File: src/core/til_defs.vh
// constants of the terminal interrupt logger
`ifndef TIL_DEFS_VH
`define TIL_DEFS_VH
`define TIL_W 16
`define TIL_EV_N 16
// interrupt status word bit positions
`define TIL_B_ACCESSED 15
`define TIL_B_NORESP 14
`define TIL_B_RTMSGERR 13
`define TIL_B_DESCEVT 7
`define TIL_B_MODENODATA 6
`define TIL_B_ILLBCAST 5
`define TIL_B_ILLCMD 4
`define TIL_B_POLLMATCH 3
`define TIL_B_RETRYFAIL 2
`define TIL_B_MSGERR 1
`define TIL_B_INTCONT 0
`define TIL_RSVD_MASK 16'h1F00
// high-priority status bit positions
`define TIL_HP_STD 0
`define TIL_HP_DBC 1
`define TIL_HP_RST 16'h0000
`define TIL_PTR_RST 16'h0000
`endif

File: src/core/til_sync2.v
// two-flop synchroniser for pin inputs
`timescale 1ns/100ps
`default_nettype none
module til_sync2 #(
  parameter W = 1
) (
  input wire clk_sys, // system clock
  input wire srst, // synchronous reset
  input wire [W-1:0] pinIn, // asynchronous input
  output reg [W-1:0] syncOut // synchronised output
);
  reg [W-1:0] meta_r;
  always @(posedge clk_sys) begin
    if (srst) begin
      meta_r <= {W{1'b0}};
      syncOut <= {W{1'b0}};
    end else begin
      meta_r <= pinIn;
      syncOut <= meta_r;
    end
  end
endmodule // til_sync2
`default_nettype wire

File: src/core/til_word_build.v
// builds the interrupt status word from decoded events
`timescale 1ns/100ps
`include "til_defs.vh"
`default_nettype none
module til_word_build (
  input wire isBc, // bus controller role
  input wire noResp, // no-response time-out
  input wire rtMsgErr, // msg_error_flag in sent status
  input wire descEvt, // descriptor interrupt
  input wire modeNoData, // mode code without data interrupt
  input wire illBcast, // illegal broadcast receive
  input wire illCmd, // illegal command
  input wire pollMatch, // polling match
  input wire retryFail, // all retries failed
  input wire msgErr, // message error
  input wire intCont, // interrupt and continue
  output reg [`TIL_W-1:0] word // raw status word, accessed bit clear
);
  always @* begin
    word = 16'h0000;
    word[`TIL_B_NORESP] = noResp & msgErr;
    word[`TIL_B_RTMSGERR] = ~isBc & rtMsgErr;
    word[`TIL_B_DESCEVT] = ~isBc & descEvt;
    word[`TIL_B_MODENODATA] = ~isBc & modeNoData;
    word[`TIL_B_ILLBCAST] = ~isBc & illBcast;
    word[`TIL_B_ILLCMD] = ~isBc & illCmd;
    word[`TIL_B_POLLMATCH] = isBc & pollMatch;
    word[`TIL_B_RETRYFAIL] = isBc & retryFail;
    word[`TIL_B_MSGERR] = msgErr;
    word[`TIL_B_INTCONT] = isBc & intCont;
    word = word & ~`TIL_RSVD_MASK;
  end
endmodule // til_word_build
`default_nettype wire

File: src/core/til_logger.v
// interrupt logger: irq outputs, status register, log-list DMA writer
// Function
// - each logged standard interrupt uses three words: status and pointer written, tail read
// - only enabled events create a log entry
// - bus controller entries carry the command block pointer in word two
// - third word is read and becomes the next entry address
// - after an entry the list pointer takes the tail pointer value
// - high-priority causes set status bits; writing one clears them
// - standard level rises on enabled event, held until its bit cleared
// - one standard pulse per enabled standard event
// - high-priority output per enabled event, cleared by writing its bit
// - status flags active high, bits 12 to 8 reserved zero
// - accessed bit 15 always set in the written status word
// - bit 14 marks message error caused by no-response time-out
// - remote terminal: bit 13 when sent status had message error
// - remote terminal: bit 7 on descriptor interrupt access
// - remote terminal: bit 6 on mode code without data interrupt
// - remote terminal: bit 5 on illegal broadcast receive command
// - remote terminal: bit 4 on illegal command
// - bus controller: bit 3 on polling comparison match
// - bus controller: bit 2 when all retries failed
// - both roles: bit 1 on any message error
// - bus controller: bit 0 on interrupt-and-continue block
// - dynamic bus control mode code raises enabled high-priority irq
// - forced busy suppresses all interrupts and all DMA
`timescale 1ns/100ps
`include "til_defs.vh"
`default_nettype none
module til_logger #(
  parameter AW = 16, // memory address width
  parameter DW = 16 // memory data width
) (
  input wire clk_sys, // system clock, 125 MHz
  input wire srst, // synchronous reset, active high
  input wire isBc, // operating as bus controller
  input wire forcedBusy, // forced busy state, level
  input wire dynBusCtlEn, // dynamic bus control enable
  input wire evtValid, // one-cycle strobe: message event
  input wire evNoResp, // event: no-response time-out
  input wire evRtMsgErr, // event: msg_error_flag in sent status
  input wire evDesc, // event: descriptor interrupt
  input wire evModeNoData, // event: mode code without data
  input wire evIllBcast, // event: illegal broadcast receive
  input wire evIllCmd, // event: illegal command
  input wire evPollMatch, // event: polling match
  input wire evRetryFail, // event: retries failed
  input wire evMsgErr, // event: message error
  input wire evIntCont, // event: interrupt and continue
  input wire evDynBusCtl, // event: dynamic bus control mode code
  input wire [AW-1:0] cmdBlkPtr, // command block pointer of message
  input wire [15:0] stdEnable, // standard interrupt enable register
  input wire [15:0] hpEnable, // high-priority enable register
  input wire [15:0] hpClrData, // write data to hp status/reset
  input wire hpClrWr, // write strobe to hp status/reset
  input wire [AW-1:0] listPtrData, // write data to list pointer
  input wire listPtrWr, // write strobe to list pointer
  output reg [15:0] hpStatus, // hp status/reset register
  output reg [AW-1:0] listPtr, // log list pointer register
  output reg std_irq_level, // standard interrupt level
  output reg std_irq_pulse, // standard interrupt pulse
  output wire high_prio_irq, // high-priority interrupt
  output reg dmaReq, // dma request, held until dmaAck, dropped while forced busy
  output reg dmaWe, // dma write when high, read when low
  output reg [AW-1:0] dmaAddr, // dma address
  output reg [DW-1:0] dmaWdata, // dma write data
  input wire dmaAck, // one-cycle dma completion
  input wire [DW-1:0] dmaRdata, // dma read data, valid with dmaAck
  output wire logBusy, // logging an entry
  output reg logOverrun // event dropped while busy, sticky
);
  localparam S_IDLE = 4'b0001;
  localparam S_WSTAT = 4'b0010;
  localparam S_WPTR = 4'b0100;
  localparam S_RTAIL = 4'b1000;

  wire [`TIL_W-1:0] rawWord;
  reg [3:0] state_r;
  reg [3:0] state_nxt;
  reg [`TIL_W-1:0] entWord_r;
  reg [AW-1:0] entPtr_r;
  reg [AW-1:0] entBase_r;
  reg [15:0] hpSet;
  wire evHit;
  wire hpHit;
  wire [15:0] hpEvents;
  wire [15:0] hpNext;
  wire fbSync;

  // forced busy comes from a pin, two flops before use
  til_sync2 #(
    .W(1)
  ) u_fbsync (
    .clk_sys(clk_sys),
    .srst(srst),
    .pinIn(forcedBusy),
    .syncOut(fbSync)
  );

  til_word_build u_word (
    .isBc(isBc),
    .noResp(evNoResp),
    .rtMsgErr(evRtMsgErr),
    .descEvt(evDesc),
    .modeNoData(evModeNoData),
    .illBcast(evIllBcast),
    .illCmd(evIllCmd),
    .pollMatch(evPollMatch),
    .retryFail(evRetryFail),
    .msgErr(evMsgErr),
    .intCont(evIntCont),
    .word(rawWord)
  );

  // standard event only counts if an enabled bit is present
  assign evHit = evtValid & ~fbSync & |(rawWord & stdEnable);
  assign hpEvents = rawWord |
    ({15'h0000, evDynBusCtl & dynBusCtlEn & evtValid} << `TIL_HP_DBC);
  assign hpHit = evtValid & ~fbSync & |(hpEvents & hpEnable);
  assign hpNext = (hpStatus & ~(hpClrWr ? hpClrData : 16'h0000)) | hpSet;
  assign high_prio_irq = |(hpStatus & ~(16'h0001 << `TIL_HP_STD));
  assign logBusy = ~state_r[0];

  always @* begin
    hpSet = 16'h0000;
    if (evHit) begin
      hpSet[`TIL_HP_STD] = 1'b1;
    end
    if (hpHit) begin
      hpSet = hpSet | (hpEvents & hpEnable &
        ~(16'h0001 << `TIL_HP_STD));
    end
  end

  // high-priority status: set wins over a one written at the same time
  always @(posedge clk_sys) begin
    if (srst) begin
      hpStatus <= `TIL_HP_RST;
      std_irq_level <= 1'b0;
      std_irq_pulse <= 1'b0;
    end else begin
      hpStatus <= hpNext;
      std_irq_level <= hpNext[`TIL_HP_STD];
      std_irq_pulse <= evHit;
    end
  end

  always @* begin
    state_nxt = state_r;
    case (state_r)
      S_IDLE: begin
        if (evHit) begin
          state_nxt = S_WSTAT;
        end
      end
      S_WSTAT: begin
        if (dmaAck) begin
          state_nxt = S_WPTR;
        end
      end
      S_WPTR: begin
        if (dmaAck) begin
          state_nxt = S_RTAIL;
        end
      end
      S_RTAIL: begin
        if (dmaAck) begin
          state_nxt = S_IDLE;
        end
      end
      default: begin
        state_nxt = S_IDLE;
      end
    endcase
  end

  always @(posedge clk_sys) begin
    if (srst) begin
      state_r <= S_IDLE;
      entWord_r <= 16'h0000;
      entPtr_r <= {AW{1'b0}};
      entBase_r <= {AW{1'b0}};
      listPtr <= `TIL_PTR_RST;
      logOverrun <= 1'b0;
    end else begin
      state_r <= state_nxt;
      if (state_r[0] && evHit) begin
        entWord_r <= rawWord | (16'h0001 << `TIL_B_ACCESSED);
        entPtr_r <= isBc ? cmdBlkPtr : {AW{1'b0}};
        entBase_r <= listPtr;
      end
      if (!state_r[0] && evHit) begin
        logOverrun <= 1'b1;
      end
      if (state_r == S_RTAIL && dmaAck) begin
        listPtr <= dmaRdata[AW-1:0];
      end else if (listPtrWr && state_r[0]) begin
        listPtr <= listPtrData;
      end
    end
  end

  // dma: status word, pointer word, then tail read, consecutive addresses
  always @* begin
    dmaReq = 1'b0;
    dmaWe = 1'b0;
    dmaAddr = entBase_r;
    dmaWdata = {DW{1'b0}};
    case (state_r)
      S_WSTAT: begin
        dmaReq = ~fbSync;
        dmaWe = 1'b1;
        dmaWdata = entWord_r[DW-1:0];
      end
      S_WPTR: begin
        dmaReq = ~fbSync;
        dmaWe = 1'b1;
        dmaAddr = entBase_r + {{(AW-1){1'b0}}, 1'b1};
        dmaWdata = entPtr_r[DW-1:0];
      end
      S_RTAIL: begin
        dmaReq = ~fbSync;
        dmaAddr = entBase_r + {{(AW-2){1'b0}}, 2'b10};
      end
      default: begin
        dmaReq = 1'b0;
      end
    endcase
  end
endmodule // til_logger
`default_nettype wire

File: config.mk
export PLATFORM = sky130hd
export DESIGN_NAME = til_logger
export DESIGN_NICKNAME = d
export VERILOG_FILES = /design/src/core/til_sync2.v /design/src/core/til_word_build.v /design/src/core/til_logger.v
export VERILOG_INCLUDE_DIRS = /design/src /design/src/core
export SDC_FILE = /design/constraint.sdc
export NUM_CORES = 1
export LEC_CHECK = 0
export BUFFER_PORTS_ARGS = -buffer_cell sky130_fd_sc_hd__buf_4
export CAP_MARGIN = 10
export CELL_PAD_IN_SITES_DETAIL_PLACEMENT = 1
export CELL_PAD_IN_SITES_GLOBAL_PLACEMENT = 1
export CORE_MARGIN = 3
export CORE_UTILIZATION = 37
export DETAILED_ROUTE_END_ITERATION = 8
export MAX_ROUTING_LAYER = met4
export PLACE_DENSITY = 0.95
export SETUP_SLACK_MARGIN = 0.15
export SLEW_MARGIN = 20
export SYNTH_ARGS = -nofsm -noshare
export SYNTH_HDL_FRONTEND = slang
export SYNTH_SLANG_ARGS = --single-unit
File: constraint.sdc
create_clock -name clk_sys -period 5.4 [get_ports clk_sys]
set_input_delay 0.81 -clock clk_sys [delete_from_list [all_inputs] [get_ports clk_sys]]
set_output_delay 0.81 -clock clk_sys [all_outputs]
set_load 0.02 [all_outputs]
==> impl_metrics.yaml, run 1 <==
floorplan:
  io_pins: 187
  die-area_um2: 12600
  die_y_um: 112
  rows: 38
  fp.dieW_um: 112
  start_util_pct: 38.4
  fp.coreArea_um2: 10900
setup_path:
  path_class: "reg2out"
  crit_path_start_kind: "flip-flop"
  crit_path_top_delay_cell: "dfxtp_1"
  cp.required_ps: 4590
  slowest_delay_ps: 610
  crit_arrival_ps: 2710
  timing.reg2reg.setup_slack_ps: 2860
  endpoint_kind: "primary output"
  crit_chain: "nor4b_4, buf_4, mux2i_1, nor3_1, xor2_1, buf_4"
  path_max_fanout: 22
  crit_top_cell: "buf_4"
power_and_ir_drop:
  power_mw: 1.58
  seqPwrFrac_pct: 42.3
  p_int_mw: 1.19
  power_frac_comb_pct: 15.6
  p_leak_nw: 2.45
  clockPowerShare_pct: 42.1
  switching_power_mw: 0.390
  power_density_nw_per_um2: 270
  switching_share_pct: 24.7
  ir_drop_mv: 0.176
timing:
  hold_viol_final: 0
  finalCritPeriodShare_pct: 65.1
  max_slew_margin_pct: 30.9
  tns_ps: 0
  skew_ps: 9.74
  setup_viol: 0
  tightestPinTransition_ps: 1040
  fin_crit_ps: 3520
  fin_ws_ps: 1880
  rsz0062_at_grt: "false"
  max_freq_mhz: 284
  slew_viol_final: 0
cells_and_area:
  nets: 732
  nFillCells: 1267
  utilization_pct: 53.5
  diodes: 0
  area_growth_pct: 39.4
  drive_gt1_share_pct: 33.2
  postLayoutCellArea_um2: 5850
placed_design:
  io_buffers: 173
  gp_congestion: 0.806
  placed_cell_area_um2: 5530
  dp_slack_ps: 2290
  hpwl_um: 10600
worst_hold_path:
  hold_class: "reg2reg"
synth:
  synth_common_cells: "dfxtp_1, nand2b_1, mux2i_1, nand2_1, a21oi_1"
  synth.avg_cell_area_um2: 9.04
  yosysMostFrequentCell: "dfxtp_1"
  synth_ff_type: "dfxtp_1"
  syn-cell-area_um2: 4190
  synth-seq-cells: 83
  yosysUniqueCellTypes: 43
  yosys_warnings: 0
  synth_top_cell_area_share_pct: 39.6
  synth_area_leaders: "dfxtp_1, mux2i_1, nand2b_1, nand3b_1, nand2_1"
  synth_edf_count: 0
  synthArstFlopShare_pct: 0
  synth_top_area_cell: "dfxtp_1"
  synth.yosys.seq_area_share_pct: 39.6
  synthCells: 464
  syn_nets: 582
clocking:
  cts_buffer_depth: 2
  cts_sinks: 83
  cts_root_buf: "clkbuf_16"
  cts_resized: 0
  cts.clk_slew.worst_paths_ps: 60
  cts_buffers: 9
  cts_hold_repair.buffers: 0
  insertion_delay_ps: 330
  h-tree-depth: 3
  post_cts_buffers: 0
  cts_tree: "done"
detailed_routing:
  final_antenna_net_count: 0
  drt-initial-drc-count: 253
  viasPerCell: 5.45
  routedWlPerCell_um: 19.7
  via_count: 4129
  finalWirelength_um: 14900
  firstDrtPassIters: 4
  drc: 0
global_routing:
  grt_max_degree: 128
  overflow: 0
  grt_pass1_vias: 4387
  grt_first_pass_wirelength_um: 23700
  antenna_found_initial: 0
  track_usage_pct: 24.0
job:
  max_cap_violations: 0
status:
  status: "finished, final reports clean"
==> power groups by stage <==
stage                     logic, mW  registers, mW  clock network (mW)
final                         0.246          0.668               0.665
after global routing          0.264          0.672               0.708
after CTS                     0.247          0.667               0.676
after detailed placement      0.244          0.680                   0
after global placement        0.235          0.677                   0
after floorplan               0.121          0.683                   0
==> metrics by stage <==
step	std cells	hold WS (ps)
after floorplan	464	414
after global placement	743	432
after detailed placement	743	435
after CTS	757	449
after global routing	757	463
final	757	446
==> cell type report <==
| cell class | count | area (µm²) | area share (%) |
|---|---|---|---|
| tap | 140 | 175 | 3.00 |
| sequential | 83 | 1660 | 28.4 |
| timing repair buffer | 176 | 1320 | 22.6 |
| multi-input combinational | 333 | 2330 | 39.9 |
| inverter | 11 | 41.3 | 0.706 |
| clock buffer | 12 | 256 | 4.39 |
| clock inverter | 2 | 60.1 | 1.03 |
==> layer usage <==
metal / up-vias / track usage, % / routed length, µm
li1: 1930 / - / -
met1: 2027 / 29.3 / 6180
met2: 131 / 38.5 / 7510
met3: 41 / 4.69 / 656
met4: 0 / 10.4 / 559
met5: - / - / 0
==> worst max-delay path: cells and delay by family, from the launching register on <==
kind	cells	cell delay, ps
AND/OR/NAND/NOR	2	430
XOR/XNOR	1	240
buffers and inverters	2	500
flip-flops	1	610
multiplexers	1	590
==> sequential cells by signal (all words and copies together), names as in the netlist, 4 cells and up <==
name,count
entPtr_r,16
entWord_r,11
listPtr,16
entBase_r,16
hpStatus,16
state_r,4
==> logic make-up (layout without fill, tap and decap cells) <==
group           count (synthesis)  after routing  share of synthesized area [%]
buf+inv                        48            201                           5.04
simple gates                  189            189                           27.0
fa+ha+maj                       2              2                          0.597
xor+xnor                       15             15                           3.13
mux                            43             43                           10.3
compound gates                 84             84                           14.4
flops                          83             83                           39.6
==> cell usage in the layout, fill, tap and decap left out, types with 2 or more instances in the layout <==
master / instances
a22o_1: 11
buf_4: 176
xnor2_1: 6
a22oi_1: 18
or3b_2: 5
o21ai_0: 3
nor3_1: 6
nand3_1: 2
nor4b_4: 2
nand2b_1: 65
a21o_1: 3
nand4_1: 7
xor2_1: 9
nor4b_2: 2
o21ba_2: 2
nor2_1: 15
inv_1: 11
bufinv_16: 2
mux2i_1: 43
nand3b_1: 23
a21oi_1: 25
nor2b_1: 4
nor4_1: 5
or2_2: 2
nand2_1: 40
ha_1: 2
and2_1: 6
a211oi_1: 7
and3_1: 2
clkbuf_8: 2
a32oi_1: 6
a221o_1: 3
dfxtp_1: 83
clkbuf_16: 9
==> final timing paths <==
kind,start,end,cells after the start
worst max-delay path,state_r[2],dmaAddr[6],6
worst min-delay path,u_fbsync.meta_r,u_fbsync.syncOut,1
worst min register to register,u_fbsync.meta_r,u_fbsync.syncOut,1
worst max register to register,state_r[0],entPtr_r[10],4
Note: power is estimated with default switching activity, not from simulation.
==> run 2: changes to the inputs <==
ABC_AREA = 1   (was not set)
CORE_UTILIZATION = 29   (was 37)
PLACE_DENSITY = 0.89   (was 0.95)
clock period = 2.91 ns   (was 5.4 ns; I/O delays follow)
==> run 2 against run 1 <==
Critical path depth grew 2. Worst setup slack lost 1600 ps. Sequential share of layout area shrank 0.94 points. Die area grew 29%. Cell count grew 36%. Critical path type unchanged.
==> impl_metrics.yaml, run 2 <==
power_and_ir_drop:
  p_int_mw: 2.42
  p_leak_nw: 3.10
  switching_share_pct: 37.3
  seqPwrFrac_pct: 37.3
  power_density_nw_per_um2: 640
  clockPowerShare_pct: 28.4
  switching_power_mw: 1.44
  power_frac_comb_pct: 34.4
  ir_drop_mv: 0.354
synth:
  synth.avg_cell_area_um2: 6.26
  synth_top_cell_area_share_pct: 38.6
  synth-seq-cells: 83
  synth_area_leaders: "dfxtp_1, nand2_1, nor2_1, inv_1, nand3_1"
  synth_common_cells: "nand2_1, nor2_1, inv_1, dfxtp_1, nand3_1"
  yosysMostFrequentCell: "nand2_1"
  synth_top_area_cell: "dfxtp_1"
  yosys_warnings: 0
  synth_edf_count: 0
  yosysUniqueCellTypes: 29
  syn-cell-area_um2: 4310
  synth_ff_type: "dfxtp_1"
  synthArstFlopShare_pct: 0
  synth.yosys.seq_area_share_pct: 38.6
  synthCells: 688
  syn_nets: 806
global_routing:
  track_usage_pct: 20.4
  grt_max_degree: 49
  grt_pass1_vias: 5059
  overflow: 0
  grt_first_pass_wirelength_um: 25900
  antenna_found_initial: 0
timing:
  finalCritPeriodShare_pct: 91.0
  slew_viol_final: 0
  max_slew_margin_pct: 57.9
  setup_viol: 0
  fin_crit_ps: 2650
  skew_ps: 7.28
  hold_viol_final: 0
  tns_ps: 0
  max_freq_mhz: 377
  rsz0062_at_grt: "true"
  tightestPinTransition_ps: 630
setup_path:
  slowest_delay_ps: 420
  timing.reg2reg.setup_slack_ps: 770
  crit_buf_inv: 2
  crit_chain: "inv_1, nor2_1, nand2_1, o21ai_0, nand4_1, nor2_1, xor2_1, buf_4"
  path_max_fanout: 6
  crit_path_top_delay_cell: "o21ai_0"
  path_class: "reg2out"
  crit_arrival_ps: 2210
  crit_path_start_kind: "flip-flop"
  cp.required_ps: 2470
  endpoint_kind: "primary output"
  r2r-start: "state_r[0]"
  r2r-end: "state_r[3]"
  r2r_cells: 8
  crit_family: "simple AND/OR/NAND/NOR gates"
  crit_top_cell: "nor2_1"
status:
  status: "finished, final reports clean"
floorplan:
  rows: 43
  die_y_um: 128
  start_util_pct: 30.3
  fp.coreArea_um2: 14200
  fp.dieW_um: 128
  die-area_um2: 16300
  io_pins: 187
placed_design:
  hpwl_um: 12200
  gp_congestion: 0.845
  io_buffers: 173
clocking:
  cts_root_buf: "clkbuf_16"
  cts_tree: "done"
  h-tree-depth: 3
  cts_sinks: 83
  cts.clk_slew.worst_paths_ps: 70
  cts_buffers: 9
  insertion_delay_ps: 340
  cts_buffer_depth: 2
job:
  max_cap_violations: 0
detailed_routing:
  drt-initial-drc-count: 265
  via_count: 4920
  drc: 0
  final_antenna_net_count: 0
  firstDrtPassIters: 5
  finalWirelength_um: 16300
  viasPerCell: 4.76
  routedWlPerCell_um: 15.8
cells_and_area:
  nets: 966
  area_growth_pct: 40.4
  layout_commonest_cell: "nand2_1"
  final_cell_mix: "nand2_1, buf_4, nor2_1"
  diodes: 0
  drive_gt1_share_pct: 24.4
  utilization_pct: 42.6
worst_hold_path:
  whs_endpoint: "hpStatus[12]"
  worstHoldPathCells: 2
  min_from: "hpClrData[12]"
  hold_class: "in2reg"
## run 2: cell count changes in the layout (fill, tap and decap cells not counted), moves of 10 or more
cell	before	now
a22o_1	11	0
a22oi_1	18	8
a31oi_1	0	16
inv_1	11	84
mux2i_1	43	0
nand2_1	40	218
nand2b_1	65	0
nand3_1	2	59
nand3b_1	23	0
nor2_1	15	102
o21ai_0	3	14
o22ai_1	0	11
## run 2: cell type report
type                    instances  area, µm²
clock buffers                  11        243
clock inverters                 5       37.5
fillers                      1899       8160
inverters                      89        342
multi-input cells             481       2140
flip-flops and latches         83       1660
well taps                     180        225
repair buffers                184       1400
## run 2: power groups by stage
| stage | combinational, mW | sequential (mW) | clock, mW |
|---|---|---|---|
| 2_1_floorplan | 0.797 | 1.47 | 0 |
| 4_1_cts | 1.34 | 1.44 | 1.14 |
| 3_5_place_dp | 1.33 | 1.46 | 0 |
| 5_1_grt | 1.50 | 1.46 | 1.19 |
| 6_report | 1.33 | 1.44 | 1.10 |
| 3_3_place_gp | 1.29 | 1.46 | 0 |
## run 2: layer usage
| layer | global-route usage (%) | vias up | wire (µm) |
|---|---|---|---|
| li1 | - | 2486 | - |
| met1 | 24.6 | 2316 | 7160 |
| met2 | 34.3 | 96 | 8170 |
| met3 | 4.75 | 22 | 604 |
| met4 | 5.68 | 0 | 367 |
| met5 | - | - | 0 |
## run 2: stage by stage
stage | instance area [µm²] | power, mW | setup slack [ps] | hold WS, ps | std cells
after global placement | 5740 | 2.75 | 559 | 406 | 1016
after CTS | 6020 | 3.92 | 154 | 239 | 1032
after floorplan | 4310 | 2.27 | 732 | 388 | 688
after detailed placement | 5740 | 2.80 | 541 | 404 | 1016
after global routing | 6050 | 4.14 | 80.1 | 239 | 1033
final | 6050 | 3.87 | 261 | 255 | 1033
## run 2: kinds of logic after synthesis
family                     Yosys count  share of synthesized area (%)
adders and majority gates            2                          0.581
and+or+nand+nor                    399                           37.8
DFF                                 83                           38.6
xor gates and xnor gates             3                          0.610
buffers and inverters              124                           11.9
AOI/OAI and AO/OA                   77                           10.6
## run 2: worst reg2reg max path, delay by kind of cell, from the launching register on
kind                   cells  cell delay (ps)
buffers and inverters      2              430
flip-flops                 1              330
AO/OA/AOI/OAI              1              160
AND/OR/NAND/NOR            5             1120
## run 2: how the worst max path moves through the flow
stage                 startpoint           to  slack (ps)  depth (start not counted)
floorplan           entBase_r[0]  dmaAddr[14]         730                          7
global placement    entBase_r[0]  dmaAddr[14]         560                          8
detailed placement          isBc  entPtr_r[1]         540                         11
CTS                 entBase_r[0]  dmaAddr[14]         150                          8
global route        entBase_r[0]  dmaAddr[14]          80                          8
finish                state_r[2]   dmaAddr[9]         260                          8
## run 2: what timing repair did
item                                    4_1_cts  5_1_grt
hold buffers                                  0        0
endpoints found under the hold margin         0        0
endpoints found under the setup margin        0        6
gates resized for setup                       0        4
setup buffers                                 0        1
==> run 3: changes to the inputs <==
CORE_MARGIN = 2   (was 3)
==> run 3 against run 2 <==
Hold slack hardly changed. Clock skew about the same. First-iteration DRC count down 22%. Cell area is 0.56% higher. Critical endpoint is now dmaAddr[8]. Combinational power is essentially flat. Largest power group unchanged. Sequential power barely moved. Core utilization is 0.74 points lower. Via count grew 1.0%.
==> impl_metrics.yaml, run 3 (synthesized netlist as in run 2, its figures left out) <==
status:
  status: "finished, final reports clean"
detailed_routing:
  drt-initial-drc-count: 208
  final_antenna_net_count: 0
  viasPerCell: 4.79
  via_count: 4969
  finalWirelength_um: 16100
  firstDrtPassIters: 4
  routedWlPerCell_um: 15.5
  drc: 0
clocking:
  cts_hold_repair.buffers: 0
  cts_root_buf: "clkbuf_16"
  cts_tree: "done"
  cts_sinks: 83
  cts_buffers: 9
  insertion_delay_ps: 350
  cts_buffer_depth: 2
  cts.clk_slew.worst_paths_ps: 60
  h-tree-depth: 3
worst_hold_path:
  whs_endpoint: "hpStatus[9]"
  min_from: "hpClrData[9]"
  hold_class: "in2reg"
  worstHoldPathCells: 2
floorplan:
  rows: 44
  start_util_pct: 29.6
  fp.dieW_um: 126
  fp.coreArea_um2: 14500
  io_pins: 187
  die-area_um2: 15800
  die_y_um: 126
setup_path:
  crit_path_top_delay_cell: "dfxtp_1"
  r2r-start: "state_r[0]"
  crit_path_start_kind: "flip-flop"
  path_max_fanout: 5
  r2r_cells: 9
  timing.reg2reg.setup_slack_ps: 1100
  cp.required_ps: 2470
  r2r-end: "state_r[3]"
  path_class: "reg2out"
  endpoint_kind: "primary output"
  slowest_delay_ps: 400
  crit_chain: "ha_1, inv_1, nor2_1, nand2_1, o22ai_4, nand3_1, a22oi_1, buf_4"
  crit_arrival_ps: 2140
power_and_ir_drop:
  ir_drop_mv: 0.289
  power_density_nw_per_um2: 646
  p_leak_nw: 3.12
timing:
  skew_ps: 7.35
  setup_viol: 0
  hold_viol_final: 0
  max_freq_mhz: 388
  max_slew_margin_pct: 39.4
  slew_viol_final: 0
  fin_crit_ps: 2580
  tns_ps: 0
  finalCritPeriodShare_pct: 88.6
  fin_ws_ps: 331
  rsz0062_at_grt: "false"
  tightestPinTransition_ps: 904
job:
  max_cap_violations: 0
cells_and_area:
  layout_commonest_cell: "nand2_1"
  nFillCells: 1946
  nets: 967
  diodes: 0
  drive_gt1_share_pct: 24.5
  final_cell_mix: "nand2_1, buf_4, nor2_1"
  stdcell_count: 1037
  area_growth_pct: 41.2
global_routing:
  grt_max_degree: 49
  antenna_found_initial: 0
  track_usage_pct: 20.9
  overflow: 0
  grt_pass1_vias: 5077
  grt_first_pass_wirelength_um: 25900
placed_design:
  hpwl_um: 12100
  placedCellCount: 1020
  dp_slack_ps: 581
  gp_congestion: 0.831
  io_buffers: 173
## run 3: changes by cell type in the layout (fill, tap and decap cells not counted), moves of 2 or more
cell and change:
buf_4 +2, clkinvlp_4 -2, o21ai_0 -2, o21ai_1 +2
## run 3: layout make-up
type,count,area (µm²),area share [%]
Multi-Input combinational cell,481,2160,35.5
Sequential cell,83,1660,27.3
Timing Repair Buffer,185,1400,23.0
Inverter,89,338,5.56
Clock buffer,11,243,3.99
Tap cell,184,230,3.79
Clock inverter,4,51.3,0.844
## run 3: worst max-delay path by stage
| stage | slack [ps] | to | startpoint |
|---|---|---|---|
| after floorplan | 730 | dmaAddr[14] | entBase_r[0] |
| after global placement | 530 | dmaAddr[12] | state_r[1] |
| after detailed placement | 580 | dmaAddr[12] | state_r[1] |
| after CTS | 160 | dmaAddr[12] | state_r[1] |
| after global routing | 160 | dmaAddr[7] | state_r[1] |
| final | 330 | dmaAddr[8] | entBase_r[0] |
## run 3: per-stage QoR
| stage | utilization, % | power [mW] | hold slack, ps | area (µm²) |
|---|---|---|---|---|
| 3_3_place_gp | 39.5 | 2.74 | 406 | 5750 |
| 2_1_floorplan | - | 2.27 | 388 | 4310 |
| 3_5_place_dp | 39.5 | 2.78 | 408 | 5750 |
| 5_1_grt | 41.8 | 4.20 | 247 | 6080 |
| 6_report | 41.8 | 3.93 | 255 | 6080 |
| 4_1_cts | 41.6 | 3.96 | 245 | 6050 |
## run 3: power breakdown
part	total [mW]	internal, mW	switching, mW	leakage (nW)
Sequential	1.44	1.31	0.129	0.682
Clock	1.16	0.684	0.475	0.142
Combinational	1.32	0.509	0.815	2.29
Total	3.93	2.51	1.42	3.12
## run 3: metal layers
layer | vias to the layer above | share of wire [%] | track usage [%]
met3 | 36 | 3.2 | 2.76
met2 | 100 | 48 | 34.1
li1 | 2486 | - | -
met4 | 0 | 2.9 | 8.60
met1 | 2347 | 45 | 26.2
met5 | - | 0 | -
## run 3: timing repair
action	CTS	global route
buffers inserted	0	2
endpoints found under the setup margin	1	10
hold endpoints to repair	0	0
gates resized for setup	1	6
## run 3: worst max-delay path, delay by kind of cell, from the launching register on
| kind | cells | cell delay, ps |
|---|---|---|
| flops | 1 | 400 |
| buf+inv | 2 | 250 |
| compound gates | 2 | 480 |
| fa+ha+maj | 1 | 200 |
| simple gates | 3 | 470 |
